==> config.mk <==
export PLATFORM = sky130hd
export DESIGN_NAME = tef_top
export DESIGN_NICKNAME = d
export VERILOG_FILES = /design/src/hdl/tef_pkg.sv /design/src/hdl/tef_top.sv
export SDC_FILE = /design/constraint.sdc
export NUM_CORES = 1
export LEC_CHECK = 0
export BUFFER_PORTS_ARGS = -buffer_cell sky130_fd_sc_hd__buf_4
export CAP_MARGIN = 40
export CORE_MARGIN = 1.5
export CORE_UTILIZATION = 35
export DETAILED_ROUTE_END_ITERATION = 7
export GPL_TIMING_DRIVEN = 1
export PLACE_DENSITY_LB_ADDON = 0.2
export SETUP_SLACK_MARGIN = 0.2
export SYNTH_ARGS = -nofsm -noshare
export SYNTH_HDL_FRONTEND = slang
export SYNTH_SLANG_ARGS = --single-unit
==> constraint.sdc <==
create_clock -name pclk -period 3.6 [get_ports pclk]
set_input_delay 0.36 -clock pclk [delete_from_list [all_inputs] [get_ports pclk]]
set_output_delay 0.36 -clock pclk [all_outputs]
set_load 0.02 [all_outputs]
==> src/hdl/tef_pkg.sv <==
// Package with register map, field layouts, reset values and types of the timer event-flag block.
package tef_pkg;

    // ------------------------------------------------------------------
    // Register map (byte addresses on the APB bus)
    // ------------------------------------------------------------------
    localparam int         TEF_AW          = 8;
    localparam int         TEF_NCH         = 2;
    localparam logic [7:0] TEF_OFF_MAIN    = 8'h00;
    localparam logic [7:0] TEF_OFF_COUNT   = 8'h04;
    localparam logic [7:0] TEF_OFF_MOD     = 8'h08;
    localparam logic [7:0] TEF_OFF_CH_CTL  = 8'h0C;
    localparam logic [7:0] TEF_OFF_CH_VAL  = 8'h10;
    localparam logic [7:0] TEF_CH_STRIDE   = 8'h08;

    // ------------------------------------------------------------------
    // Counter constants and field positions
    // ------------------------------------------------------------------
    localparam logic [15:0] TEF_CNT_ALL_ONES  = 16'hFFFF;
    localparam logic [15:0] TEF_CNT_ZERO      = 16'h0000;
    localparam logic [15:0] TEF_CNT_ONE       = 16'h0001;
    localparam logic [15:0] TEF_MOD_RST       = 16'h0000;
    localparam logic [15:0] TEF_VAL_RST       = 16'h0000;
    localparam int          TEF_MAIN_FLAG_BIT = 4;
    localparam int          TEF_CH_FLAG_BIT   = 5;
    localparam logic [1:0]  TEF_CLK_STOPPED   = 2'b00;

    // ------------------------------------------------------------------
    // Types
    // ------------------------------------------------------------------
    typedef enum logic [1:0] {
        TEF_MODE_CAPTURE = 2'b00,
        TEF_MODE_COMPARE = 2'b01,
        TEF_MODE_EPWM    = 2'b10,
        TEF_MODE_EPWM2   = 2'b11
    } tef_mode_e;

    typedef enum logic [1:0] {
        TEF_EDGE_OFF  = 2'b00,
        TEF_EDGE_RISE = 2'b01,
        TEF_EDGE_FALL = 2'b10,
        TEF_EDGE_ANY  = 2'b11
    } tef_edge_e;

    typedef enum logic {
        TEF_DIR_UP   = 1'b0,
        TEF_DIR_DOWN = 1'b1
    } tef_dir_e;

    // Main control word, bits [4:0] of the register.
    typedef struct packed {
        logic       overflow_flag;
        logic       overflow_irq_enable;
        logic       center_align_select;
        logic [1:0] clock_select;
    } tef_main_s;

    // Channel control word, bits [5:0] of the register.
    typedef struct packed {
        logic      channel_event_flag;
        logic      channel_irq_enable;
        tef_mode_e mode;
        tef_edge_e edge_level_select;
    } tef_chctl_s;

    localparam tef_main_s  TEF_MAIN_RST  = 5'h00;
    localparam tef_chctl_s TEF_CHCTL_RST = 6'h00;

endpackage

==> src/hdl/tef_top.sv <==
// Event-flag logic of a 16-bit timer/PWM unit with an APB register slave.
//
// Overview of operation
// Free-running: overflow flag on all-ones to zero.
// Not centred: overflow flag on modulo-to-zero wrap.
// Centred: overflow flag at modulo, direction reversal.
// Capture: edge select chooses none/rise/fall/any.
// Compare: flag whenever the running counter equals channel value.
// Edge PWM: flag once per period at match.
// Centre PWM: flag at up and down match.
// Clear by read-while-set then write zero.
// Level high interrupt when enable and flag set.
// Reset clears control, channels become released captures.
// Capture inputs synchronised before edge detection.
`timescale 1ns/1ps
module tef_top (
    // Clock and reset
    input  wire logic                       pclk,
    input  wire logic                       presetn,
    // APB slave
    input  wire logic [tef_pkg::TEF_AW-1:0] paddr,
    input  wire logic                       psel,
    input  wire logic                       penable,
    input  wire logic                       pwrite,
    input  wire logic [31:0]                pwdata,
    output logic      [31:0]                prdata,
    output logic                            pready,
    output logic                            pslverr,
    // Channel pins
    input  wire logic [tef_pkg::TEF_NCH-1:0] cap_in,
    output logic      [tef_pkg::TEF_NCH-1:0] ch_out,
    output logic      [tef_pkg::TEF_NCH-1:0] ch_oe,
    // Interrupt requests
    output logic                            irq_overflow,
    output logic      [tef_pkg::TEF_NCH-1:0] irq_channel
);
    import tef_pkg::*;

    // ------------------------------------------------------------------
    // Helper functions
    // ------------------------------------------------------------------

    // Address of a channel register: base plus stride per channel.
    function automatic logic [7:0] ch_addr(input logic [7:0] base, input int idx);
        logic [7:0] step;
        step = TEF_CH_STRIDE * 8'(idx);
        return base + step;
    endfunction

    // Edge qualifier for the synchronised capture input.
    function automatic logic edge_hit(input tef_edge_e sel, input logic prev, input logic cur);
        logic res;
        res = 1'b0;
        case (sel)
            TEF_EDGE_RISE: res = !prev && cur;
            TEF_EDGE_FALL: res = prev && !cur;
            TEF_EDGE_ANY:  res = prev != cur;
            default:       res = 1'b0;
        endcase
        return res;
    endfunction

    // Two-step flag clear; returns {flag, armed}. A new event always wins over the clear.
    function automatic logic [1:0] flag_upd(input logic flag, input logic arm, input logic ev,
                                            input logic rd_set, input logic wr,
                                            input logic wbit);
        logic nflag;
        logic narm;
        nflag = ev || (flag && !(arm && wr && !wbit));
        narm  = arm;
        if (ev || wr) begin
            narm = 1'b0;
        end else if (rd_set) begin
            narm = 1'b1;
        end
        return {nflag, narm};
    endfunction

    // ------------------------------------------------------------------
    // State
    // ------------------------------------------------------------------
    tef_main_s                 main_q,   main_d;
    logic       [15:0]         cnt_q,    cnt_d;
    logic       [15:0]         mod_q,    mod_d;
    tef_dir_e                  dir_q,    dir_d;
    tef_chctl_s [TEF_NCH-1:0]  ch_q,     ch_d;
    logic       [TEF_NCH-1:0][15:0] val_q, val_d;
    logic                      arm_ov_q, arm_ov_d;
    logic       [TEF_NCH-1:0]  arm_ch_q, arm_ch_d;
    logic       [TEF_NCH-1:0]  out_q,    out_d;
    logic       [31:0]         prdata_q, prdata_d;
    logic       [TEF_NCH-1:0]  sync1_q;
    logic       [TEF_NCH-1:0]  sync2_q;
    logic       [TEF_NCH-1:0]  sync3_q;

    logic acc_wr;
    logic acc_rd;
    logic setup;
    logic mapped;

    // ------------------------------------------------------------------
    // APB handshake
    // ------------------------------------------------------------------

    // Read data is latched in the setup cycle, so every access completes with no wait state.
    assign setup   = psel && !penable;
    assign acc_wr  = psel && penable && pwrite;
    assign acc_rd  = psel && penable && !pwrite;
    assign pready  = 1'b1;
    assign pslverr = psel && penable && !mapped;
    assign prdata  = prdata_q;

    // Address decode and read multiplexer.
    always_comb begin
        logic [31:0] rd;
        rd     = 32'h0000_0000;
        mapped = 1'b1;
        if (paddr == TEF_OFF_MAIN) begin
            rd = {27'h0000000, main_q};
        end else if (paddr == TEF_OFF_COUNT) begin
            rd = {16'h0000, cnt_q};
        end else if (paddr == TEF_OFF_MOD) begin
            rd = {16'h0000, mod_q};
        end else if (paddr == ch_addr(TEF_OFF_CH_CTL, 0)) begin
            rd = {26'h0000000, ch_q[0]};
        end else if (paddr == ch_addr(TEF_OFF_CH_VAL, 0)) begin
            rd = {16'h0000, val_q[0]};
        end else if (paddr == ch_addr(TEF_OFF_CH_CTL, 1)) begin
            rd = {26'h0000000, ch_q[1]};
        end else if (paddr == ch_addr(TEF_OFF_CH_VAL, 1)) begin
            rd = {16'h0000, val_q[1]};
        end else begin
            mapped = 1'b0;
        end
        prdata_d = setup ? rd : prdata_q;
    end

    // ------------------------------------------------------------------
    // Counter, flags, channels and pins
    // ------------------------------------------------------------------

    // Next state of the whole timer. Software writes take effect at the access edge only.
    always_comb begin
        logic        running;
        logic        centre;
        logic        ov_ev;
        logic [15:0] term;
        logic [1:0]  upd;
        logic        ch_ev;
        logic        match;
        logic        capture;
        main_d   = main_q;
        cnt_d    = cnt_q;
        mod_d    = mod_q;
        dir_d    = dir_q;
        ch_d     = ch_q;
        val_d    = val_q;
        arm_ov_d = arm_ov_q;
        arm_ch_d = arm_ch_q;
        out_d    = out_q;
        ov_ev    = 1'b0;
        upd      = 2'b00;
        ch_ev    = 1'b0;
        match    = 1'b0;
        capture  = 1'b0;
        running  = main_q.clock_select != TEF_CLK_STOPPED;
        centre   = main_q.center_align_select;
        // A zero modulo means the counter runs free through all-ones.
        term     = (mod_q == TEF_CNT_ZERO) ? TEF_CNT_ALL_ONES : mod_q;

        // Main counter and overflow event.
        if (running) begin
            if (centre) begin
                if (dir_q == TEF_DIR_UP) begin
                    if (cnt_q == mod_q) begin
                        dir_d = TEF_DIR_DOWN;
                        cnt_d = cnt_q - TEF_CNT_ONE;
                        ov_ev = 1'b1;
                    end else begin
                        cnt_d = cnt_q + TEF_CNT_ONE;
                    end
                end else if (cnt_q == TEF_CNT_ZERO) begin
                    dir_d = TEF_DIR_UP;
                    cnt_d = TEF_CNT_ONE;
                end else begin
                    cnt_d = cnt_q - TEF_CNT_ONE;
                end
            end else begin
                dir_d = TEF_DIR_UP;
                if (cnt_q == term) begin
                    cnt_d = TEF_CNT_ZERO;
                    ov_ev = 1'b1;
                end else begin
                    cnt_d = cnt_q + TEF_CNT_ONE;
                end
            end
        end

        // Software writes to the main, count and modulo registers.
        if (acc_wr && paddr == TEF_OFF_MAIN) begin
            main_d = tef_main_s'(pwdata[4:0]);
        end
        if (acc_wr && (paddr == TEF_OFF_MAIN || paddr == TEF_OFF_COUNT)) begin
            cnt_d = TEF_CNT_ZERO;
            dir_d = TEF_DIR_UP;
        end
        if (acc_wr && paddr == TEF_OFF_MOD) begin
            mod_d = pwdata[15:0];
        end
        upd = flag_upd(main_q.overflow_flag, arm_ov_q, ov_ev,
                       acc_rd && paddr == TEF_OFF_MAIN && prdata_q[TEF_MAIN_FLAG_BIT],
                       acc_wr && paddr == TEF_OFF_MAIN, pwdata[TEF_MAIN_FLAG_BIT]);
        main_d.overflow_flag = upd[1];
        arm_ov_d             = upd[0];

        // Channels: in centred operation every channel acts as centre PWM.
        for (int i = 0; i < TEF_NCH; i++) begin
            match   = running && cnt_q == val_q[i];
            capture = !centre && ch_q[i].mode == TEF_MODE_CAPTURE;
            if (capture) begin
                ch_ev = edge_hit(ch_q[i].edge_level_select, sync3_q[i], sync2_q[i]);
                if (ch_ev) begin
                    val_d[i] = cnt_q;
                end
            end else begin
                ch_ev = match;
            end
            // Pin level: compare toggles, edge PWM starts at wrap, centre PWM follows direction.
            if (centre) begin
                if (match) begin
                    out_d[i] = (dir_q == TEF_DIR_UP) ? ch_q[i].edge_level_select[0]
                                                     : !ch_q[i].edge_level_select[0];
                end
            end else if (ch_q[i].mode == TEF_MODE_COMPARE) begin
                if (match) begin
                    out_d[i] = !out_q[i];
                end
            end else if (!capture) begin
                if (match) begin
                    out_d[i] = ch_q[i].edge_level_select[0];
                end else if (ov_ev) begin
                    out_d[i] = !ch_q[i].edge_level_select[0];
                end
            end
            if (acc_wr && paddr == ch_addr(TEF_OFF_CH_CTL, i)) begin
                ch_d[i] = tef_chctl_s'(pwdata[5:0]);
            end
            if (acc_wr && paddr == ch_addr(TEF_OFF_CH_VAL, i)) begin
                val_d[i] = pwdata[15:0];
            end
            upd = flag_upd(ch_q[i].channel_event_flag, arm_ch_q[i], ch_ev,
                           acc_rd && paddr == ch_addr(TEF_OFF_CH_CTL, i)
                               && prdata_q[TEF_CH_FLAG_BIT],
                           acc_wr && paddr == ch_addr(TEF_OFF_CH_CTL, i),
                           pwdata[TEF_CH_FLAG_BIT]);
            ch_d[i].channel_event_flag = upd[1];
            arm_ch_d[i]                = upd[0];
        end
    end

    // Registers of the timer; reset stops the clock and releases every pin.
    always_ff @(posedge pclk or negedge presetn) begin
        if (!presetn) begin
            main_q   <= TEF_MAIN_RST;
            cnt_q    <= TEF_CNT_ZERO;
            mod_q    <= TEF_MOD_RST;
            dir_q    <= TEF_DIR_UP;
            ch_q     <= {TEF_NCH{TEF_CHCTL_RST}};
            val_q    <= {TEF_NCH{TEF_VAL_RST}};
            arm_ov_q <= 1'b0;
            arm_ch_q <= '0;
            out_q    <= '0;
            prdata_q <= 32'h0000_0000;
        end else begin
            main_q   <= main_d;
            cnt_q    <= cnt_d;
            mod_q    <= mod_d;
            dir_q    <= dir_d;
            ch_q     <= ch_d;
            val_q    <= val_d;
            arm_ov_q <= arm_ov_d;
            arm_ch_q <= arm_ch_d;
            out_q    <= out_d;
            prdata_q <= prdata_d;
        end
    end

    // Capture synchroniser; the edge detector looks only at stages two and three.
    always_ff @(posedge pclk or negedge presetn) begin
        if (!presetn) begin
            sync1_q <= '0;
            sync2_q <= '0;
            sync3_q <= '0;
        end else begin
            sync1_q <= cap_in;
            sync2_q <= sync1_q;
            sync3_q <= sync2_q;
        end
    end

    // ------------------------------------------------------------------
    // Pins and interrupt requests
    // ------------------------------------------------------------------

    // A pin is driven only by an output function with a level selected.
    always_comb begin
        for (int i = 0; i < TEF_NCH; i++) begin
            ch_oe[i] = (main_q.center_align_select || ch_q[i].mode != TEF_MODE_CAPTURE)
                       && ch_q[i].edge_level_select != TEF_EDGE_OFF;
            irq_channel[i] = ch_q[i].channel_irq_enable && ch_q[i].channel_event_flag;
        end
    end

    assign ch_out       = out_q;
    assign irq_overflow = main_q.overflow_irq_enable && main_q.overflow_flag;

endmodule

==> results of run 1 <==
how the worst max path moves through the flow:
stage              start        end  depth (start not counted)
2_1_floorplan   cnt_q[1]   cnt_q[5]                         10
3_3_place_gp   cnt_q[10]  cnt_q[15]                          8
3_5_place_dp    cnt_q[7]  cnt_q[15]                          7
4_1_cts         cnt_q[7]  cnt_q[15]                          7
5_1_grt         cnt_q[7]  cnt_q[15]                          7
6_report        cnt_q[7]  cnt_q[15]                          7
worst reg2reg max path, stage by stage (launching register included):
cell and delay (ns):
dfrtp_1 0.70, o22ai_1 0.20, a2111oi_1 0.54, nand3_1 0.15
a2111o_1 0.51, and3_1 0.42, a31o_1 0.27, mux2_2 0.25
power groups by stage:
| stage | clock, mW | sequential, mW | combinational (mW) |
|---|---|---|---|
| after floorplan | 0 | 1.37 | 0.678 |
| after global placement | 0 | 1.51 | 0.760 |
| after detailed placement | 0 | 1.52 | 0.768 |
| after CTS | 0.983 | 1.49 | 0.773 |
| after global routing | 1.03 | 1.51 | 0.854 |
| final | 0.964 | 1.50 | 0.773 |
area by class of cell:
class,instances,share of cell area (%)
sequential,109,36.2
clock buffer,9,2.99
timing repair buffer,75,7.57
clock inverter,6,0.648
tap,234,3.89
multi-input combinational,541,47.6
inverter,22,1.13
cell families (layout without fill, tap and decap cells):
kind of cell / count (synthesis) / after routing / synth area share [%]
AO/OA/AOI/OAI: 173 / 173 / 17.1
XOR/XNOR: 36 / 36 / 4.71
adder cells (fa/ha/maj): 7 / 7 / 1.31
buffers and inverters: 94 / 112 / 6.78
flip-flops: 109 / 109 / 40.7
multiplexers: 68 / 68 / 10.7
other: 2 / 17 / 0.112
AND/OR/NAND/NOR: 240 / 240 / 18.5
sequential cells by signal, summed over array words and instances, names as in the netlist, 5 cells and up:
| signal | count |
|---|---|
| mod_q | 16 |
| prdata | 16 |
| main_q | 5 |
| cnt_q | 16 |
| val_q | 32 |
| ch_q | 12 |
cell usage in the layout (no fill, tap or decap), types with 3 or more instances in the layout:
master,Yosys,routed
xor2_1,17,17
nand3_1,18,18
and2_1,7,7
conb_1,2,17
or3_1,3,3
mux2i_1,37,37
a221oi_1,17,17
nor3_1,14,13
xnor2_1,19,19
or3b_2,6,6
a211oi_1,11,11
a22oi_1,6,6
nor4_1,17,17
dfrtp_1,109,109
buf_4,19,74
a22o_1,13,13
inv_1,20,20
ha_1,7,7
nand4_1,5,5
mux2_2,31,31
nand2_1,82,82
nor2b_1,5,3
nor2_1,33,33
a21oi_1,31,31
or2_2,3,3
o2111ai_1,4,4
o21ai_0,60,60
clkbuf_16,0,9
a31oi_1,10,10
nand2b_1,19,19
and3_1,9,9
per-layer routing:
layer	vias to the layer above	track usage, %	routed length (microns)
li1	2637	-	-
met1	2815	26.8	8970
met2	202	33.4	9410
met3	30	2.94	913
met4	0	8.11	489
met5	-	0	0
metrics by stage:
step / util [%] / instance area [sq um] / setup WS, ns / power (mW) / hold slack (ns)
6_report: 40.3 / 7530 / 0.454 / 3.23 / 0.0539
2_1_floorplan: - / 6750 / 0.937 / 2.05 / 0.0644
4_1_cts: 40.3 / 7530 / 0.467 / 3.25 / 0.0844
5_1_grt: 40.3 / 7530 / 0.271 / 3.40 / 0.0940
3_3_place_gp: 38.7 / 7240 / 0.598 / 2.27 / 0.333
3_5_place_dp: 38.8 / 7260 / 0.478 / 2.29 / 0.336
==> results.yml, run 1 <==
final_layout:
  final-instance-count-excl-fill: 996
  multi_input_area_sq_um: 3580
  area_delta_synth_final_pct: 12.5
  antennaDiodeCount: 0
  drive_above_1_share_pct: 19.2
  nNetsFinal: 812
  fillers: 1847
  seq_area_sq_um: 2730
power:
  p_int_mw: 2.10
  power_density_nw_per_um2: 429
  p_seq_share_pct: 46.3
  vdd_ir_drop_max_v: 0.000215
  combPwrFrac_pct: 23.9
  power_switching_mw: 1.13
  power_leakage_nw: 3.06
  power.share.switching_pct: 35.0
  clkPwrFrac_pct: 29.8
drt:
  via_count: 5684
  vias_per_cell: 5.71
  drc: 0
  wl_per_cell_microns: 19.9
  drt_iter0_markers: 521
  drt-pass1-iter-count: 5
  drt.antenna.violating_nets: 0
  wirelength_microns: 19800
place:
  numPortBuffers: 54
  hpwl_microns: 14300
  dp.cells: 981
  gp_congestion: 0.893
sta:
  fin_skew_ns: 0.00704
  setup_viol: 0
  maxSlewViolCount: 0
  hold_viol: 0
  tns_ns: 0
  slew_headroom_pct: 43.2
  fin_crit_ns: 3.15
  rsz0062_at_grt: "no"
  finalCritPeriodShare_pct: 87.4
  maxClockFrequency_mhz: 318
  worstMarginPinSlew_ns: 0.845
grt:
  grt-ovfl-total: 0
  grt_pass1_wl_microns: 31200
  grt_util_all_layers_pct: 20.3
  grt_pass1_vias: 5591
  grt_max_degree: 57
  antenna_found_initial: 0
yosys:
  ys_seq_area_share_pct: 40.7
  synth_edf_count: 0
  synth_cell_types: 69
  netlist_top_cells_area: "dfrtp_1 (41%), mux2i_1 (5.5%), mux2_2 (5.2%)"
  synth_common_cells: "dfrtp_1 (109), nand2_1 (82), o21ai_0 (60), mux2i_1 (37), clkbuf_1 (36)"
  ys_ff_latch: 109
  yosys.area.top_type: "dfrtp_1"
  avgSynthCellArea_sq_um: 9.19
  synth_area_sq_um: 6700
  synth_most_common_cell: "dfrtp_1"
  synth_top_flop_cell: "dfrtp_1"
  synth_cells: 729
  async_reset_ff_share_pct: 100
  yosys_warnings: 0
  yosysTopAreaCellShare_pct: 40.7
worst_setup_path:
  crit_chain: "o22ai_1 -> a2111oi_1 -> nand3_1 -> a2111o_1 -> and3_1 -> a31o_1 -> mux2_2"
  timing.critical_path.buf_inv: 0
  r2r_cells: 7
  worstSetupPathType: "flop to flop"
  worst-r2r-setup-slack_ns: 0.45
  arrival_ns: 3.39
  cp.required_ns: 3.85
  r2r_end: "cnt_q[15]"
  slowest_delay_ns: 0.70
  cp-end-kind: "flop"
  r2r-start: "cnt_q[7]"
  critPathMaxFanout: 20
  cp_top_family: "compound AO/OA/AOI/OAI gates"
  crit_path_top_delay_cell: "dfrtp_1"
  worst_setup_path_start_kind: "flop"
hold_path:
  hp-class: "input pin to async pin"
die:
  die_w_microns: 141
  ios: 88
  initial_utilization_pct: 35.8
  coreArea_sq_um: 18700
  num_rows: 50
  die_h_microns: 141
  die-area_sq_um: 20000
clocking:
  cts_tree: "yes"
  htreeDepth: 3
  clockRootBuffer: "clkbuf_16"
  cts_hold_buffers: 0
  clk_pin_slew_worst_paths_ns: 0.08
  postCtsSetupBuffers: 0
  cts_buffer_depth: 2
  insertion_delay_ns: 0.36
  clock_sinks: 109
  cts_resized: 0
  cts_buffers: 9
flow_run:
  cap_violations: 0
outcome:
  status: "completed"
Power figures use the tool's default switching activity.
==> inputs of run 2 (changes only) <==
- CELL_PAD_IN_SITES_DETAIL_PLACEMENT: unset -> 1
- CELL_PAD_IN_SITES_GLOBAL_PLACEMENT: unset -> 2
==> run 2 against run 1 <==
Against the previous run: design area increased by 0.70%; core utilization increased by 0.28 points; final cell count increased by 0.50%; critical path depth increased by 2; combinational power increased by 6.1%; global-route usage increased by 3.2 points; routed wire length increased by 12%; count of clock-buffer cells in the layout increased by 2; via count about the same; first-iteration DRC count decreased by 43%; critical endpoint is now cnt_q[5]; largest cell class unchanged; highest routed layer unchanged.
==> results.yml, run 2 (synthesis results as in run 1) <==
outcome:
  status: "completed"
final_layout:
  nNetsFinal: 816
  finish.utilization_pct: 40.5
  area_delta_synth_final_pct: 13.2
  final_common_cell: "dfrtp_1"
  design_area_sq_um: 7580
  top_register: "val_q"
  largest_register_ffs: 32
  antennaDiodeCount: 0
  drive_above_1_share_pct: 19.6
  final_cell_mix: "dfrtp_1 (109), nand2_1 (82), buf_4 (77), o21ai_0 (60), mux2i_1 (37)"
die:
  ios: 88
  num_rows: 50
  coreArea_sq_um: 18700
  die_h_microns: 141
  die_w_microns: 141
  die-area_sq_um: 20000
  initial_utilization_pct: 35.8
sta:
  tns_ns: 0
  fin_skew_ns: 0.0114
  setup_viol: 0
  slew_headroom_pct: 45.2
  worstMarginPinSlew_ns: 0.816
  hold_viol: 0
  finalCritPeriodShare_pct: 87.1
  maxSlewViolCount: 0
  setup_ws_ns: 0.466
  rsz0062_at_grt: "no"
  fin_crit_ns: 3.13
  maxClockFrequency_mhz: 319
power:
  clkPwrFrac_pct: 30.5
  power.share.switching_pct: 35.8
  p_int_mw: 2.13
  power_density_nw_per_um2: 438
  vdd_ir_drop_max_v: 0.000221
  power_switching_mw: 1.19
  combPwrFrac_pct: 24.7
  power_leakage_nw: 3.10
  power_mw: 3.32
  p_seq_share_pct: 44.8
clocking:
  clockRootBuffer: "clkbuf_16"
  cts_tree: "yes"
  cts_buffers: 9
  htreeDepth: 3
  clock_sinks: 109
  cts_buffer_depth: 2
  cts_resized: 0
  cts_hold_buffers: 0
  insertion_delay_ns: 0.37
  clk_pin_slew_worst_paths_ns: 0.08
  postCtsSetupBuffers: 0
drt:
  wl_per_cell_microns: 22.1
  via_count: 5681
  drt-pass1-iter-count: 5
  wirelength_microns: 22100
  drt.antenna.violating_nets: 0
  vias_per_cell: 5.68
  drt_iter0_markers: 299
  drc: 0
grt:
  grt_pass1_vias: 5980
  antenna_found_initial: 1
  grt_max_degree: 67
  grt_pass1_wl_microns: 35400
  grt-ovfl-total: 0
  grt_util_all_layers_pct: 23.5
worst_setup_path:
  r2r-start: "cnt_q[6]"
  worst_setup_path_start_kind: "flop"
  arrival_ns: 3.42
  cp-end-kind: "flop"
  cp-startpoint: "cnt_q[6]"
  cp.required_ns: 3.88
  r2r_cells: 9
  critPathMaxFanout: 10
  r2r_end: "cnt_q[5]"
  worstSetupPathType: "flop to flop"
  worst-r2r-setup-slack_ns: 0.47
place:
  numPortBuffers: 54
  hpwl_microns: 16400
  pre_cts_ws_ns: 0.466
  dpl_cell_area_sq_um: 7300
  gp_congestion: 0.870
flow_run:
  cap_violations: 0
hold_path:
  hp-class: "input pin to async pin"
-- run 2: changes by cell type in the layout (fill, tap and decap cells not counted) --
cell        before  now
buf_12           0    1
inv_6            1    2
clkinvlp_4       2    1
clkbuf_8         0    1
clkbuf_1         0    1
clkinv_4         1    0
buf_4           74   77
-- run 2: worst max-delay path: stages, from the launching register on --
cell	delay, ns
dfrtp_1	0.53
buf_4	0.25
nand2b_1	0.07
o2111ai_1	0.11
nor4_1	0.54
nand4_2	0.35
nand2_1	0.23
mux2_2	0.37
or3b_2	0.44
a31oi_1	0.18
-- run 2: how the worst max path moves through the flow --
| stage | to | cells past startpoint | slack [ns] |
|---|---|---|---|
| finish | cnt_q[5] | 9 | 0.47 |
| global placement | cnt_q[15] | 8 | 0.55 |
| floorplan | cnt_q[5] | 10 | 0.94 |
| global route | cnt_q[4] | 8 | 0.21 |
| CTS | cnt_q[15] | 8 | 0.46 |
| detailed placement | cnt_q[15] | 8 | 0.47 |
-- run 2: cell type report --
class,instances,area (sq um)
Timing Repair Buffer,79,613
Fill cell,2177,11100
Clock inverter,5,41.3
Inverter,22,85.1
Tap cell,234,293
Multi-Input combinational cell,541,3580
Clock buffer,11,243
Sequential cell,109,2730
-- run 2: power groups by stage --
| stage | clock network, mW | registers (mW) | logic [mW] |
|---|---|---|---|
| final | 1.01 | 1.49 | 0.820 |
| after global routing | 1.07 | 1.51 | 0.902 |
| after CTS | 1.03 | 1.49 | 0.817 |
| after detailed placement | 0 | 1.51 | 0.810 |
| after global placement | 0 | 1.51 | 0.797 |
| after floorplan | 0 | 1.37 | 0.678 |
-- run 2: routing by layer --
| metal | part of all wire [%] | vias up | global-route usage, % |
|---|---|---|---|
| met2 | 45 | 135 | 37.3 |
| li1 | - | 2639 | - |
| met4 | 2.1 | 0 | 7.68 |
| met5 | 0 | - | 0 |
| met3 | 4.2 | 25 | 3.14 |
| met1 | 48 | 2882 | 33.1 |
-- run 2: metrics by stage --
stage	hold slack, ns	std cells
global placement	0.333	984
detailed placement	0.336	985
finish	0.00502	1001
CTS	0.0295	1001
global route	0.0472	1001
floorplan	0.0644	744
==> inputs of run 3 (changes only) <==
- BUFFER_PORTS_ARGS: -buffer_cell sky130_fd_sc_hd__buf_4 -> -buffer_cell sky130_fd_sc_hd__buf_2
- CTS_CLUSTER_DIAMETER: unset -> 40
- PLACE_DENSITY: unset -> 0.78
- PLACE_DENSITY_LB_ADDON: 0.2 -> unset
==> run 3 against run 2 <==
Against the previous run: via count up 0.72%; routed wire length about the same; clock skew up 0.0035 ns; core utilization down 0.96 points; count of clock-buffer cells in the layout down 2; final cell count down 0.40%; critical path depth down 1; design area down 2.4%; critical path type unchanged; highest routed layer is now met5.
==> results.yml, run 3 (synthesis results as in run 1) <==
drt:
  wirelength_microns: 22100
  vias_per_cell: 5.74
  drt-pass1-iter-count: 5
  drt_iter0_markers: 290
  via_count: 5722
  drt.antenna.violating_nets: 0
  drc: 0
  wl_per_cell_microns: 22.2
sta:
  finalCritPeriodShare_pct: 87.6
  setup_viol: 0
  setup_ws_ns: 0.445
  hold_viol: 0
  tns_ns: 0
  maxClockFrequency_mhz: 317
  fin_crit_ns: 3.15
  slew_headroom_pct: 40.1
  rsz0062_at_grt: "no"
  fin_skew_ns: 0.0149
  worstMarginPinSlew_ns: 0.892
  maxSlewViolCount: 0
final_layout:
  drive_above_1_share_pct: 19.4
  top_register: "val_q"
  finish.utilization_pct: 39.6
  antennaDiodeCount: 0
  final_common_cell: "dfrtp_1"
  largest_register_ffs: 32
  final-instance-count-excl-fill: 997
  fillers: 2147
  area_delta_synth_final_pct: 10.6
  final_cell_mix: "dfrtp_1 (109), nand2_1 (82), o21ai_0 (60), buf_2 (53), mux2i_1 (37)"
  nNetsFinal: 812
place:
  hpwl_microns: 16200
  dp.cells: 981
  numPortBuffers: 54
  pre_cts_ws_ns: 0.398
  gp_congestion: 0.881
die:
  die-area_sq_um: 20000
  ios: 88
  num_rows: 50
  die_h_microns: 141
  die_w_microns: 141
  coreArea_sq_um: 18700
  initial_utilization_pct: 35.8
grt:
  antenna_found_initial: 1
  grt_util_all_layers_pct: 23.0
  grt_max_degree: 60
  grt_pass1_wl_microns: 35100
  grt-ovfl-total: 0
  grt_pass1_vias: 6001
power:
  power_leakage_nw: 3.04
  power_density_nw_per_um2: 446
  vdd_ir_drop_max_v: 0.000300
flow_run:
  cap_violations: 0
clocking:
  cts_tree: "yes"
  clock_sinks: 109
  clockRootBuffer: "clkbuf_16"
  postCtsSetupBuffers: 0
  insertion_delay_ns: 0.37
  clk_pin_slew_worst_paths_ns: 0.08
  cts_resized: 0
  cts_buffers: 9
  cts_buffer_depth: 2
  htreeDepth: 3
  cts_hold_buffers: 0
worst_setup_path:
  cp-end-kind: "flop"
  r2r_end: "cnt_q[15]"
  worst_setup_path_start_kind: "flop"
  critPathMaxFanout: 20
  arrival_ns: 3.41
  r2r-start: "cnt_q[3]"
  worst-r2r-setup-slack_ns: 0.45
  cp.required_ns: 3.85
  worstSetupPathType: "flop to flop"
  r2r_cells: 8
hold_path:
  hp-class: "input pin to async pin"
outcome:
  status: "completed"
[run 3: cell count changes in the layout (fill, tap and decap cells not counted)]
| cell | delta |
|---|---|
| buf_12 | -1 |
| buf_4 | -55 |
| nor3_1 | -1 |
| buf_2 | +53 |
| clkinvlp_4 | +2 |
| buf_8 | -1 |
| clkbuf_8 | -1 |
| nor3_2 | +1 |
| clkbuf_1 | -1 |
[run 3: worst max path at each step]
stage,start,end,depth (start not counted)
final,cnt_q[3],cnt_q[15],8
after CTS,cnt_q[6],cnt_q[15],8
after global placement,cnt_q[6],cnt_q[15],8
after global routing,cnt_q[6],cnt_q[15],8
after floorplan,cnt_q[1],cnt_q[5],10
after detailed placement,cnt_q[6],cnt_q[15],8
[run 3: power by group]
group	switching (mW)	internal, mW
Combinational	0.489	0.317
Sequential	0.201	1.30
Clock	0.516	0.480
Total	1.21	2.10
[run 3: layout make-up]
class                           count  area [sq um]  share of cell area [%]
Inverter                           22          85.1                    1.15
Multi-Input combinational cell    541          3590                    48.4
Tap cell                          234           293                    3.95
Clock buffer                        9           225                    3.04
Timing Repair Buffer               75           430                    5.81
Clock inverter                      7          56.3                   0.760
Sequential cell                   109          2730                    36.8
[run 3: stage by stage]
stage	hold WS [ns]	area [sq um]	total power, mW
floorplan	0.0644	6750	2.05
global placement	0.333	7120	2.28
detailed placement	0.345	7120	2.31
CTS	0.0906	7400	3.32
global route	0.0921	7400	3.47
finish	0.0606	7400	3.30
[run 3: critical path: stages, from the launching register on]
cell	delay, ns
dfrtp_1	0.55
nor4_2	0.44
nand3_1	0.21
or3_1	0.40
nor3_2	0.28
nand2_1	0.14
and3_1	0.46
a31o_1	0.28
mux2_2	0.26
[run 3: routing by layer]
layer,share of wire (%),wire length (microns),GRT usage (%),up-vias
met4,3.0,654,8.39,2
met3,4.6,1010,4.05,38
met2,46,10200,37.5,159
li1,-,-,-,2631
met1,46,10300,30.7,2892
met5,0.059,13,0,-
